`src/design/oscc_pkg.sv`:
```
/*
 * Package for the oscillator settle, interrupt and clock-output control block.
 * Assumes a 16-bit register view placed on a 32-bit classic Wishbone word bus.
 */
package oscc_pkg;

	// ****************************************
	// register byte addresses (word aligned)
	// ****************************************
	localparam logic [3:0] ADDR_HS_OSC_CONFIG = 4'h0;
	localparam logic [3:0] ADDR_SETTLE_FLAGS = 4'h4;
	localparam logic [3:0] ADDR_SETTLE_IRQ_EN = 4'h8;
	localparam logic [3:0] ADDR_CLKOUT_CTRL = 4'hC;

	// ****************************************
	// field positions
	// ****************************************
	localparam int TYPE_SEL_LSB = 8;
	localparam int DRIVE_GAIN_LSB = 4;
	localparam int SETTLE_SEL_LSB = 0;
	localparam int HS_FLAG_BIT = 2;
	localparam int INT_FLAG_BIT = 0;
	localparam int CLKOUT_DIV_LSB = 4;
	localparam int CLKOUT_SRC_LSB = 2;
	localparam int CLKOUT_EN_BIT = 0;

	// ****************************************
	// reset values
	// ****************************************
	localparam logic [1:0] TYPE_SEL_RST = 2'h0;
	localparam logic [1:0] DRIVE_GAIN_RST = 2'h3;
	localparam logic [2:0] SETTLE_SEL_RST = 3'h6;
	localparam logic [2:0] CLKOUT_DIV_RST = 3'h0;
	localparam logic [1:0] CLKOUT_SRC_RST = 2'h0;

	// ****************************************
	// encodings and timing
	// ****************************************
	localparam logic [1:0] TYPE_INTERNAL = 2'h0;
	localparam logic [1:0] TYPE_CRYSTAL = 2'h2;
	localparam logic [1:0] SRC_INT_OSC = 2'h0;
	localparam logic [1:0] SRC_HS_OSC = 2'h2;
	localparam logic [1:0] SRC_SYSTEM = 2'h3;
	localparam int SETTLE_MIN_CLOCKS = 4;
	localparam int SETTLE_MAX_CLOCKS = 65536;

	typedef enum logic [1:0] {OSCC_IDLE, OSCC_WAIT, OSCC_DONE} oscc_settle_e;

endpackage

```
`src/design/oscc_top.sv`:
```
/*
 * Oscillator settle timing, settle interrupt flags and divided clock output.
 * Assumes oscillator clocks arrive as pins (synchronised here) and that the
 * sleep/halt indication comes from logic on ref_clk.
 */
module oscc_top
#(
	parameter int SETTLE_MAX = oscc_pkg::SETTLE_MAX_CLOCKS
)
(
	// system
	input wire logic ref_clk,
	input wire logic srst,
	input wire logic clkEn,
	// wishbone slave
	input wire logic wb_cyc_i,
	input wire logic wb_stb_i,
	input wire logic wb_we_i,
	input wire logic [3:0] wb_adr_i,
	input wire logic [3:0] wb_sel_i,
	input wire logic [31:0] wb_dat_i,
	output logic [31:0] wb_dat_o,
	output logic wb_ack_o,
	// oscillators
	input wire logic hsOscStart,
	input wire logic intOscStart,
	input wire logic hsOscClk,
	input wire logic intOscClk,
	input wire logic sleepHalt,
	output logic [1:0] hsOscTypeSel,
	output logic [1:0] hsOscDriveGain,
	// interrupt and clock output
	output logic irq,
	output logic clockOutputPin
);
	import oscc_pkg::*;

	// ****************************************
	// helpers
	// ****************************************
	function automatic logic [16:0] settleCount(input logic [2:0] code);
		settleCount = 17'(SETTLE_MIN_CLOCKS) << (2 * code);
		if (settleCount > 17'(SETTLE_MAX))
			settleCount = 17'(SETTLE_MAX);
	endfunction

	function automatic logic rising(input logic now, input logic prev);
		rising = now & ~prev;
	endfunction

	// ****************************************
	// pin synchronisers
	// ****************************************
	logic [1:0] hsSync_q, intSync_q, hsStartSync_q, intStartSync_q;
	logic hsSeen_q, intSeen_q, hsStartSeen_q, intStartSeen_q;
	always_ff @(posedge ref_clk)
	begin
		if (srst)
		begin
			hsSync_q <= 2'h0;
			intSync_q <= 2'h0;
			hsStartSync_q <= 2'h0;
			intStartSync_q <= 2'h0;
			hsSeen_q <= 1'b0;
			intSeen_q <= 1'b0;
			hsStartSeen_q <= 1'b0;
			intStartSeen_q <= 1'b0;
		end
		else if (clkEn)
		begin
			hsSync_q <= {hsSync_q[0], hsOscClk};
			intSync_q <= {intSync_q[0], intOscClk};
			hsStartSync_q <= {hsStartSync_q[0], hsOscStart};
			intStartSync_q <= {intStartSync_q[0], intOscStart};
			hsSeen_q <= hsSync_q[1];
			intSeen_q <= intSync_q[1];
			hsStartSeen_q <= hsStartSync_q[1];
			intStartSeen_q <= intStartSync_q[1];
		end
	end
	logic hsTick, intTick, hsStartPulse, intStartPulse;
	assign hsTick = rising(hsSync_q[1], hsSeen_q);
	assign intTick = rising(intSync_q[1], intSeen_q);
	assign hsStartPulse = rising(hsStartSync_q[1], hsStartSeen_q);
	assign intStartPulse = rising(intStartSync_q[1], intStartSeen_q);

	// ****************************************
	// registers
	// ****************************************
	logic [1:0] typeSel_q, gain_q, clkoutSrc_q;
	logic [2:0] settleSel_q, clkoutDiv_q;
	logic clkoutEn_q, hsFlag_q, intFlag_q, hsIrqEn_q, intIrqEn_q, irq_d;
	logic access, wrLo, wrHi, clrFlags, hsDone, intDone, srcTick, srcLevel, outNext;
	assign access = wb_cyc_i & wb_stb_i & ~wb_ack_o;
	assign wrLo = access & wb_we_i & wb_sel_i[0];
	assign wrHi = access & wb_we_i & wb_sel_i[1];

	always_ff @(posedge ref_clk)
	begin
		if (srst)
		begin
			typeSel_q <= TYPE_SEL_RST;
			gain_q <= DRIVE_GAIN_RST;
			settleSel_q <= SETTLE_SEL_RST;
		end
		else if (clkEn && wb_adr_i == ADDR_HS_OSC_CONFIG)
		begin
			// reserved codes are refused, the field keeps its value
			if (wrHi && (wb_dat_i[9:8] == TYPE_INTERNAL || wb_dat_i[9:8] == TYPE_CRYSTAL))
				typeSel_q <= wb_dat_i[9:8];
			if (wrLo)
			begin
				gain_q <= wb_dat_i[5:4];
				settleSel_q <= wb_dat_i[2:0];
			end
		end
	end
	assign hsOscTypeSel = typeSel_q;
	assign hsOscDriveGain = gain_q;

	always_ff @(posedge ref_clk)
	begin
		if (srst)
		begin
			hsIrqEn_q <= 1'b0;
			intIrqEn_q <= 1'b0;
		end
		else if (clkEn && wrLo && wb_adr_i == ADDR_SETTLE_IRQ_EN)
		begin
			hsIrqEn_q <= wb_dat_i[HS_FLAG_BIT];
			intIrqEn_q <= wb_dat_i[INT_FLAG_BIT];
		end
	end

	always_ff @(posedge ref_clk)
	begin
		if (srst)
		begin
			clkoutDiv_q <= CLKOUT_DIV_RST;
			clkoutSrc_q <= CLKOUT_SRC_RST;
			clkoutEn_q <= 1'b0;
		end
		else if (clkEn && wrLo && wb_adr_i == ADDR_CLKOUT_CTRL)
		begin
			if (wb_dat_i[3:2] != 2'h1)
				clkoutSrc_q <= wb_dat_i[3:2];
			// system clock source forces divide-by-one
			clkoutDiv_q <= (wb_dat_i[3:2] == SRC_SYSTEM) ? 3'h0 : wb_dat_i[6:4];
			clkoutEn_q <= wb_dat_i[CLKOUT_EN_BIT];
		end
	end

	// ****************************************
	// settle counters
	// ****************************************
	oscc_settle_e hsState_q, intState_q;
	logic [16:0] hsCnt_q, intCnt_q;
	assign hsDone = hsState_q == OSCC_WAIT && hsTick && hsCnt_q == 17'h00001;
	assign intDone = intState_q == OSCC_WAIT && intTick && intCnt_q == 17'h00001;

	always_ff @(posedge ref_clk)
	begin
		if (srst)
		begin
			hsState_q <= OSCC_IDLE;
			hsCnt_q <= 17'h00000;
		end
		else if (clkEn)
		begin
			case (hsState_q)
				OSCC_IDLE, OSCC_DONE:
					if (hsStartPulse)
					begin
						hsState_q <= OSCC_WAIT;
						hsCnt_q <= settleCount(settleSel_q);
					end
				OSCC_WAIT:
					if (hsTick)
					begin
						hsCnt_q <= hsCnt_q - 17'h00001;
						if (hsCnt_q == 17'h00001)
							hsState_q <= OSCC_DONE;
					end
				default:
					hsState_q <= OSCC_IDLE;
			endcase
		end
	end

	// internal oscillator wait uses the same code table
	always_ff @(posedge ref_clk)
	begin
		if (srst)
		begin
			intState_q <= OSCC_IDLE;
			intCnt_q <= 17'h00000;
		end
		else if (clkEn)
		begin
			case (intState_q)
				OSCC_IDLE, OSCC_DONE:
					if (intStartPulse)
					begin
						intState_q <= OSCC_WAIT;
						intCnt_q <= settleCount(settleSel_q);
					end
				OSCC_WAIT:
					if (intTick)
					begin
						intCnt_q <= intCnt_q - 17'h00001;
						if (intCnt_q == 17'h00001)
							intState_q <= OSCC_DONE;
					end
				default:
					intState_q <= OSCC_IDLE;
			endcase
		end
	end

	// ****************************************
	// flags and interrupt
	// ****************************************
	assign clrFlags = wrLo && wb_adr_i == ADDR_SETTLE_FLAGS;
	always_ff @(posedge ref_clk)
	begin
		if (srst)
		begin
			hsFlag_q <= 1'b0;
			intFlag_q <= 1'b0;
		end
		else if (clkEn)
		begin
			// a set in the clear cycle wins
			if (hsDone)
				hsFlag_q <= 1'b1;
			else if (clrFlags && wb_dat_i[HS_FLAG_BIT])
				hsFlag_q <= 1'b0;
			if (intDone)
				intFlag_q <= 1'b1;
			else if (clrFlags && wb_dat_i[INT_FLAG_BIT])
				intFlag_q <= 1'b0;
		end
	end

	assign irq_d = (hsFlag_q & hsIrqEn_q) | (intFlag_q & intIrqEn_q);
	always_ff @(posedge ref_clk)
	begin
		if (srst)
			irq <= 1'b0;
		else if (clkEn)
			irq <= irq_d;
	end

	// ****************************************
	// bus answer
	// ****************************************
	logic [15:0] rd_d;
	always_comb
	begin
		rd_d = 16'h0000;
		case (wb_adr_i)
			ADDR_HS_OSC_CONFIG:
				rd_d = {6'h00, typeSel_q, 2'h0, gain_q, 1'b0, settleSel_q};
			ADDR_SETTLE_FLAGS:
				rd_d = {13'h0000, hsFlag_q, 1'b0, intFlag_q};
			ADDR_SETTLE_IRQ_EN:
				rd_d = {13'h0000, hsIrqEn_q, 1'b0, intIrqEn_q};
			ADDR_CLKOUT_CTRL:
				rd_d = {9'h000, clkoutDiv_q, clkoutSrc_q, 1'b0, clkoutEn_q};
			default:
				rd_d = 16'h0000;
		endcase
	end

	always_ff @(posedge ref_clk)
	begin
		if (srst)
		begin
			wb_ack_o <= 1'b0;
			wb_dat_o <= 32'h00000000;
		end
		else if (clkEn)
		begin
			wb_ack_o <= access;
			wb_dat_o <= access ? {16'h0000, rd_d} : 32'h00000000;
		end
	end

	// ****************************************
	// clock output
	// ****************************************
	// sampled clocks can only be followed up to a quarter of ref_clk;
	// divided clocks toggle on sampled edges, so enable changes may clip a pulse
	logic [6:0] divCnt_q;
	always_comb
	begin
		srcTick = 1'b0;
		srcLevel = 1'b0;
		case (clkoutSrc_q)
			SRC_INT_OSC:
			begin
				srcTick = intTick;
				srcLevel = intSync_q[1];
			end
			SRC_HS_OSC:
			begin
				srcTick = hsTick;
				srcLevel = hsSync_q[1];
			end
			default:
			begin
				srcTick = 1'b0;
				srcLevel = 1'b0;
			end
		endcase
	end

	always_comb
	begin
		if (clkoutSrc_q == SRC_SYSTEM)
			outNext = ~clockOutputPin; // system clock shown as ref_clk divided by two
		else if (clkoutDiv_q == 3'h0)
			outNext = srcLevel;
		else
			outNext = divCnt_q[clkoutDiv_q - 3'h1];
	end

	always_ff @(posedge ref_clk)
	begin
		if (srst)
		begin
			divCnt_q <= 7'h00;
			clockOutputPin <= 1'b0;
		end
		else if (clkEn)
		begin
			if (!clkoutEn_q)
			begin
				divCnt_q <= 7'h00;
				clockOutputPin <= 1'b0;
			end
			else if (clkoutSrc_q == SRC_SYSTEM && sleepHalt)
				clockOutputPin <= clockOutputPin;
			else
			begin
				if (srcTick)
					divCnt_q <= divCnt_q + 7'h01;
				clockOutputPin <= outNext;
			end
		end
	end

	// ****************************************
	// checks
	// ****************************************
	a_flag_clear: assert property (@(posedge ref_clk) disable iff (srst)
		clkEn && clrFlags && wb_dat_i[HS_FLAG_BIT] && !hsDone |=> !hsFlag_q)
		else $error("settle flag not cleared by write of one");
	a_flag_set: assert property (@(posedge ref_clk) disable iff (srst)
		clkEn && hsDone |=> hsFlag_q)
		else $error("settle flag not set at end of wait");
	a_irq_gate: assert property (@(posedge ref_clk) disable iff (srst)
		clkEn && !(hsFlag_q && hsIrqEn_q) && !(intFlag_q && intIrqEn_q) |=> !irq)
		else $error("interrupt without enabled flag");
	a_out_disabled: assert property (@(posedge ref_clk) disable iff (srst)
		clkEn && !clkoutEn_q |=> !clockOutputPin && divCnt_q == 7'h00)
		else $error("clock output active while disabled");
	a_sys_div_one: assert property (@(posedge ref_clk) disable iff (srst)
		clkoutSrc_q == SRC_SYSTEM |-> clkoutDiv_q == 3'h0)
		else $error("divider not one for system source");
	a_sleep_hold: assert property (@(posedge ref_clk) disable iff (srst)
		clkEn && clkoutEn_q && clkoutSrc_q == SRC_SYSTEM && sleepHalt |=> $stable(clockOutputPin))
		else $error("output toggled in sleep");
	a_type_legal: assert property (@(posedge ref_clk) disable iff (srst)
		typeSel_q == TYPE_INTERNAL || typeSel_q == TYPE_CRYSTAL)
		else $error("reserved oscillator type held");
	a_int_reset: assert property (@(posedge ref_clk)
		$fell(srst) |-> !intFlag_q)
		else $error("internal flag set after reset");
	a_ack_pulse: assert property (@(posedge ref_clk) disable iff (srst)
		wb_ack_o |=> !wb_ack_o)
		else $error("ack held longer than one cycle");

endmodule

```
`config.mk`:
```
export PLATFORM = sky130hd
export DESIGN_NAME = oscc_top
export DESIGN_NICKNAME = d
export VERILOG_FILES = /design/src/design/oscc_pkg.sv /design/src/design/oscc_top.sv
export SDC_FILE = /design/constraint.sdc
export NUM_CORES = 1
export LEC_CHECK = 0
export BUFFER_PORTS_ARGS = -buffer_cell sky130_fd_sc_hd__buf_2
export CORE_MARGIN = 2
export CORE_UTILIZATION = 25
export DETAILED_ROUTE_END_ITERATION = 6
export SKIP_CTS_REPAIR_TIMING = 1
export SLEW_MARGIN = 20
export SYNTH_ARGS = -nofsm -noshare
export SYNTH_HDL_FRONTEND = slang
export SYNTH_SLANG_ARGS = --single-unit
```
`constraint.sdc`:
```
create_clock -name ref_clk -period 2.28 [get_ports ref_clk]
set_input_delay 0.228 -clock ref_clk [delete_from_list [all_inputs] [get_ports ref_clk]]
set_output_delay 0.228 -clock ref_clk [all_outputs]
set_load 0.02 [all_outputs]
```
==> After elaboration in Yosys (flattened, before gate mapping) <==
Cells that the tools add are included.
{ "classes": {"shift": 1, "multipliers": 0, "n_div": 0, "order_cmp": 2, "n_reduce_logical": 37, "mux": 33, "eq_ne": 22, "bitwise_logic": 18, "n_addsub": 4} }
{ "op_table": {"columns": ["cell", "n"], "rows": [
  ["17-bit 2-to-1 mux", 5],
  ["17-bit one-hot mux with 2 select lines", 2],
  ["10-bit one-hot mux with 4 select lines", 1],
  ["17-bit by 1-bit equality test with 1-bit output (second input constant)", 2],
  ["17-bit by 1-bit subtractor with 17-bit output (second input constant)", 2],
  ["7-bit 2-to-1 mux", 3],
  ["17-bit greater-than comparator (second input constant)", 1],
  ["3-bit by 4-bit left shift with 17-bit output (first input constant)", 1],
  ["16-bit 2-to-1 mux", 1],
  ["4-bit AND reduction", 4],
  ["1-bit logical AND", 13],
  ["2-bit equality test (second input constant)", 6],
  ["2-bit 2-to-1 mux", 6],
  ["2-bit AND reduction", 6],
  ["1-bit AND", 11],
  ["2-bit inequality test (second input constant)", 5],
  ["1-bit 2-to-1 mux", 9],
  ["4-bit equality test (second input constant)", 2],
  ["2-bit zero test", 4],
  ["2-bit by 1-bit inequality test with 1-bit output (second input constant)", 4],
  ["2-bit one-hot mux with 2 select lines", 2],
  ["2-bit nonzero test", 4],
  ["7-bit by 1-bit adder with 7-bit output (second input constant)", 1],
  ["1-bit NOT", 6],
  ["other kinds (13)", 16]
]} }
{ "word_totals": {"ramBits": 0, "latchBits": 0, "elab_cells": 144, "mem_bits_ro": 0, "mem_count": 0, "ff_bits": 109, "out_inout_bits": 39, "in_bits": 51} }

==> Longest topological paths before layout <==
{ "depth": {"ltp_word": 8, "depth_mapped": 8, "mapped_depth_nobuf": 7} }

==> Least setup slack after synthesis <==
Ideal clock, no wire load.
{ "synth_timing": {"kind": "register -> register", "startpoint": "reg intCnt_q[0]", "endpoint": "reg intCnt_q[14]", "required_time_ps": 2148, "path_stages_with_launch": 9, "arrival_time_ps": 2062, "path_buffers": 1, "path_slack_ps": 86, "setup_time_ps": 132, "cell_sequence": "dfxtp_1 > inv_1 > ha_1 > or4b_2 > clkbuf_1 > or2_2 > o31a_1 > o21ai_0 > a21oi_1"} }
{ "synth_via": {"elab_chain_cells": 3} }
{ "synth_rtl": {"columns": ["item", "line", "source"], "rows": [
  ["start: declaration", "oscc_top.sv:157", "logic [16:0] hsCnt_q, intCnt_q;"],
  ["start signal: assignment", "oscc_top.sv:205", "intCnt_q <= settleCount(settleSel_q);"],
  ["start signal: assignment", "oscc_top.sv:210", "intCnt_q <= intCnt_q - 17'h00001;"],
  ["17-bit by 1-bit subtractor with 17-bit output", "oscc_top.sv:210", null],
  ["17-bit 2-to-1 mux", "oscc_top.sv:208", "if (intTick)"],
  ["17-bit one-hot mux with 2 select lines", "oscc_top.sv:200", "case (intState_q)"]
]} }
No other way between the ends. The select of a mux whose other input is x is not followed.
A chain may end at the register's enable or synchronous reset.

==> Worst setup path after layout <==
{ "layout_timing": {"startpoint": "reg intCnt_q[1]", "endpoint": "reg intCnt_q[14]"} }
The elaborated chain is that of the path after synthesis.

==> key figures <==
Place
  – RD Place Congestion: 0.855
  – Placed Area: 4980 µm²
  – Pre-CTS setup slack: 61.1 ps
  – Dpl hpwl: 7870 µm
  – PortBufs: 41

Worst setup path
  – Worst stage delay on the critical path: 630 ps
  – Reg2reg path depth: 8
  – CP Max Fanout: 6
  – Setup slack, reg-to-reg: 130 ps
  – Reg2reg end: intCnt_q[14]$_SDFFE_PP0P_
  – Worst setup EP type: register
  – Crit-path cells: inv_1 > ha_2 > or4b_2 > buf_4 > nor4_2 > nor4b_2 > o21ai_1 > a21oi_1
  – Critical Path AT: 2420 ps
  – Worst Path Required: 2550 ps
  – Slowest CP cell: or4b_2
  – Critical path type: reg -> reg
  – Reg2reg start: intCnt_q[1]$_SDFFE_PP0P_
  – Worst Setup Start Kind: register

CTS
  – Root Driver: clkbuf_16
  – H-tree Lvls: 3
  – Clock-pin slew on the worst setup and hold paths: 70 ps
  – CTS Buffer Depth: 2
  – Later-pin clock latency in the skew report: 340 ps
  – TritonCTS buffer count: 9
  – Clk sinks: 86
  – TritonCTS clock tree: built

Floorplanning
  – Initial cell density of the core: 25.3%
  – Core box area: 17800 µm²
  – Row count: 49
  – Die Height: 138 µm
  – Die area: 19100 µm²
  – Die W: 138 µm
  – I/O Pins: 90

Layout
  – Leading cell types in the layout, fill and taps excluded: dfxtp_1, nor2_1, a21oi_1
  – Multi-input logic area: 2580 µm²
  – Ant diodes: 0
  – P&R area growth vs syn: 18.2%
  – Fin area: 5330 µm²
  – Layout net count: 653
  – Fillers: 1880
  – Share of cells above drive strength 1: 17.7%
  – Reg area: 1720 µm²
  – Commonest non-fill, non-tap cell in the layout: dfxtp_1

Synth
  – Mux share of post-synthesis cell area: 6.41%
  – Asr flop ratio synth: 0%
  – Synthesized instance count: 550
  – Sequential element share of the synthesized area: 38.2%
  – Post-Synth Simple-Gate Area: 27.7%
  – Post-synthesis adder-cell area fraction: 1.94%
  – Syn avg cell area: 8.20 µm²
  – Syn Std Cell Area: 4510 µm²
  – Post-synth cell types: 61
  – Largest family of logic cells by synthesized area: simple AND/OR/NAND/NOR gates
  – Yosys Warn Count: 0
  – Number of flops mapped to enable cells by yosys: 0
  – Synthesis-stage register bit count: 86
  – Compound-cell area share of the yosys netlist: 15.5%
  – XOR/XNOR Fraction of Synth Area: 2.91%
  – Predominant post-synthesis flop cell: dfxtp_1

Min path
  – Hold EP: settleSel_q[1]$_SDFFE_PP1P_
  – Worst hold-check path type: in -> reg
  – Hold_sp: wb_dat_i[1]
  – Hold Path Stages: 2

Power and ir drop
  – Sequential power share: 45.9%
  – Clock share of power: 44.6%
  – PwrDens: 633 nW/µm²
  – Peak supply drop: 344 µV
  – Pint: 2.53 mW
  – Leak: 1.99 nW
  – Combinational power share: 9.5%
  – Sw Share: 24.9%
  – Switching pwr: 0.841 mW

Timing
  – Clk_skew: 10.4 ps
  – Fin crit period: 2150 ps
  – Final Hold Viols: 0
  – Fin. max-slew vios: 0
  – Setup ws final: 134 ps
  – Crit share post-route: 94.1%
  – Worst-Margin Slew: 660 ps
  – Worst slew margin: 55.8%
  – Fmax: 466 MHz
  – Setup violations, final: 0
  – Setup TNS: 0 ps

Drt
  – Drt wl/cell: 12.8 µm
  – DRC: 0
  – Final wirelength: 10600 µm
  – Drt first pass iters: 4
  – Antenna Nets Post-Route: 0
  – Vias/cell: 4.74
  – Via count: 3927
  – Initial detailed-routing violation count: 176

Global route
  – Initial antenna violation count: 0
  – Grt total ovfl: 0
  – Global-route wire length before repair: 17200 µm
  – Largest net degree at the start of global routing: 39
  – Vias in the first global route: 3536
  – GR Util All Layers: 10.8%

Run status
  – Run status: complete, no violations

Flow run
  – Max Cap Viol: 0
==> routing by layer <==
layer | GRT usage [%] | vias up | share of wire, %
li1 | - | 2015 | -
met1 | 14.4 | 1825 | 49
met2 | 17.3 | 76 | 45
met3 | 2.53 | 11 | 4.2
met4 | 3.60 | 0 | 1.4
met5 | 0 | - | 0
==> sequential cells by signal (all words and copies together), names as in the netlist, 2 cells and up <==
register        count
hsCnt_q            17
intCnt_q           17
wb_dat_o            9
divCnt_q            7
clkoutDiv_q         3
settleSel_q         3
clkoutSrc_q         2
hsOscDriveGain      2
hsOscTypeSel        2
hsStartSync_q       2
hsState_q           2
hsSync_q            2
intStartSync_q      2
intState_q          2
intSync_q           2
==> synth_stat cells (2+ instances only) <==
| library cell | instances | share of area (%) |
|---|---|---|
| a211oi_1 | 6 | 1.0 |
| nor4_1 | 13 | 1.8 |
| inv_1 | 12 | 1.0 |
| ha_1 | 7 | 1.9 |
| mux4_2 | 3 | 1.5 |
| nor2_1 | 75 | 6.2 |
| a21oi_1 | 49 | 5.4 |
| a21o_1 | 2 | 0.33 |
| nor3b_1 | 3 | 0.50 |
| and3_1 | 5 | 0.69 |
| o211ai_1 | 4 | 0.67 |
| or3_1 | 7 | 0.97 |
| nor2b_1 | 19 | 2.6 |
| xor2_1 | 2 | 0.39 |
| buf_4 | 23 | 3.8 |
| nor4b_1 | 6 | 1.2 |
| nand3_1 | 16 | 1.8 |
| a31oi_1 | 3 | 0.42 |
| or4_1 | 5 | 0.83 |
| nor3_1 | 16 | 1.8 |
| a211o_1 | 5 | 0.97 |
| mux2i_1 | 21 | 4.7 |
| nand4_1 | 9 | 1.2 |
| o21ai_0 | 24 | 2.7 |
| buf_1 | 3 | 0.25 |
| a22oi_1 | 2 | 0.33 |
| o31ai_1 | 5 | 0.83 |
| or4b_2 | 2 | 0.44 |
| a311oi_1 | 2 | 0.39 |
| or2_2 | 6 | 0.83 |
| dfxtp_1 | 86 | 38 |
| nand2_1 | 34 | 2.8 |
| a31o_2 | 2 | 0.39 |
| clkbuf_1 | 24 | 2.0 |
| xnor2_1 | 13 | 2.5 |
| nand3b_1 | 3 | 0.50 |
| nand2b_1 | 9 | 1.2 |
==> worst max-delay path, delay by kind of cell, from the launching register on <==
kind | cells | cell delay, ps
buffers and inverters | 2 | 270
AOI/OAI and AO/OA | 2 | 200
and+or+nand+nor | 3 | 1060
DFF | 1 | 320
adders and majority gates | 1 | 210
==> worst max-delay path by stage <==
stage	start	endpoint	slack [ps]	cells after the start
final	intCnt_q[1]$_SDFFE_PP0P_	intCnt_q[14]$_SDFFE_PP0P_	130	8
after global routing	intCnt_q[1]$_SDFFE_PP0P_	intCnt_q[14]$_SDFFE_PP0P_	-20	8
after CTS	intCnt_q[1]$_SDFFE_PP0P_	intCnt_q[14]$_SDFFE_PP0P_	50	8
after detailed placement	intCnt_q[1]$_SDFFE_PP0P_	intCnt_q[14]$_SDFFE_PP0P_	60	8
after global placement	hsCnt_q[1]$_SDFFE_PP0P_	hsCnt_q[16]$_SDFFE_PP0P_	80	7
after floorplan	intCnt_q[0]$_SDFFE_PP0P_	intCnt_q[14]$_SDFFE_PP0P_	90	8
==> metrics by stage <==
stage	util (%)	hold slack, ps	instances	power [mW]
2_1_floorplan	-	346	572	1.82
3_3_place_gp	27.9	438	813	1.89
3_5_place_dp	27.9	445	813	1.89
4_1_cts	29.7	86.9	829	3.40
5_1_grt	29.9	102	829	3.51
6_report	29.9	97.0	829	3.37
==> area by class of cell <==
cell class | instances | share of cell area (%)
Inverter | 12 | 0.845
Multi-Input combinational cell | 423 | 48.5
Clock buffer | 10 | 4.48
Sequential cell | 86 | 32.3
Timing Repair Buffer | 63 | 7.18
Tap cell | 229 | 5.38
Clock inverter | 6 | 1.29
==> kinds of logic after synthesis <==
logic type / after synthesis
fa+ha+maj: 7
mux: 25
compound gates: 115
buf+inv: 63
xor+xnor: 15
other cells: 1
flops: 86
simple gates: 238
==> power groups by stage <==
stage	logic (mW)	registers (mW)	clock network, mW
2_1_floorplan	0.243	1.58	0
3_3_place_gp	0.307	1.58	0
3_5_place_dp	0.307	1.58	0
4_1_cts	0.308	1.55	1.55
5_1_grt	0.352	1.55	1.61
6_report	0.322	1.55	1.50
Power figures use the tool's default switching activity.
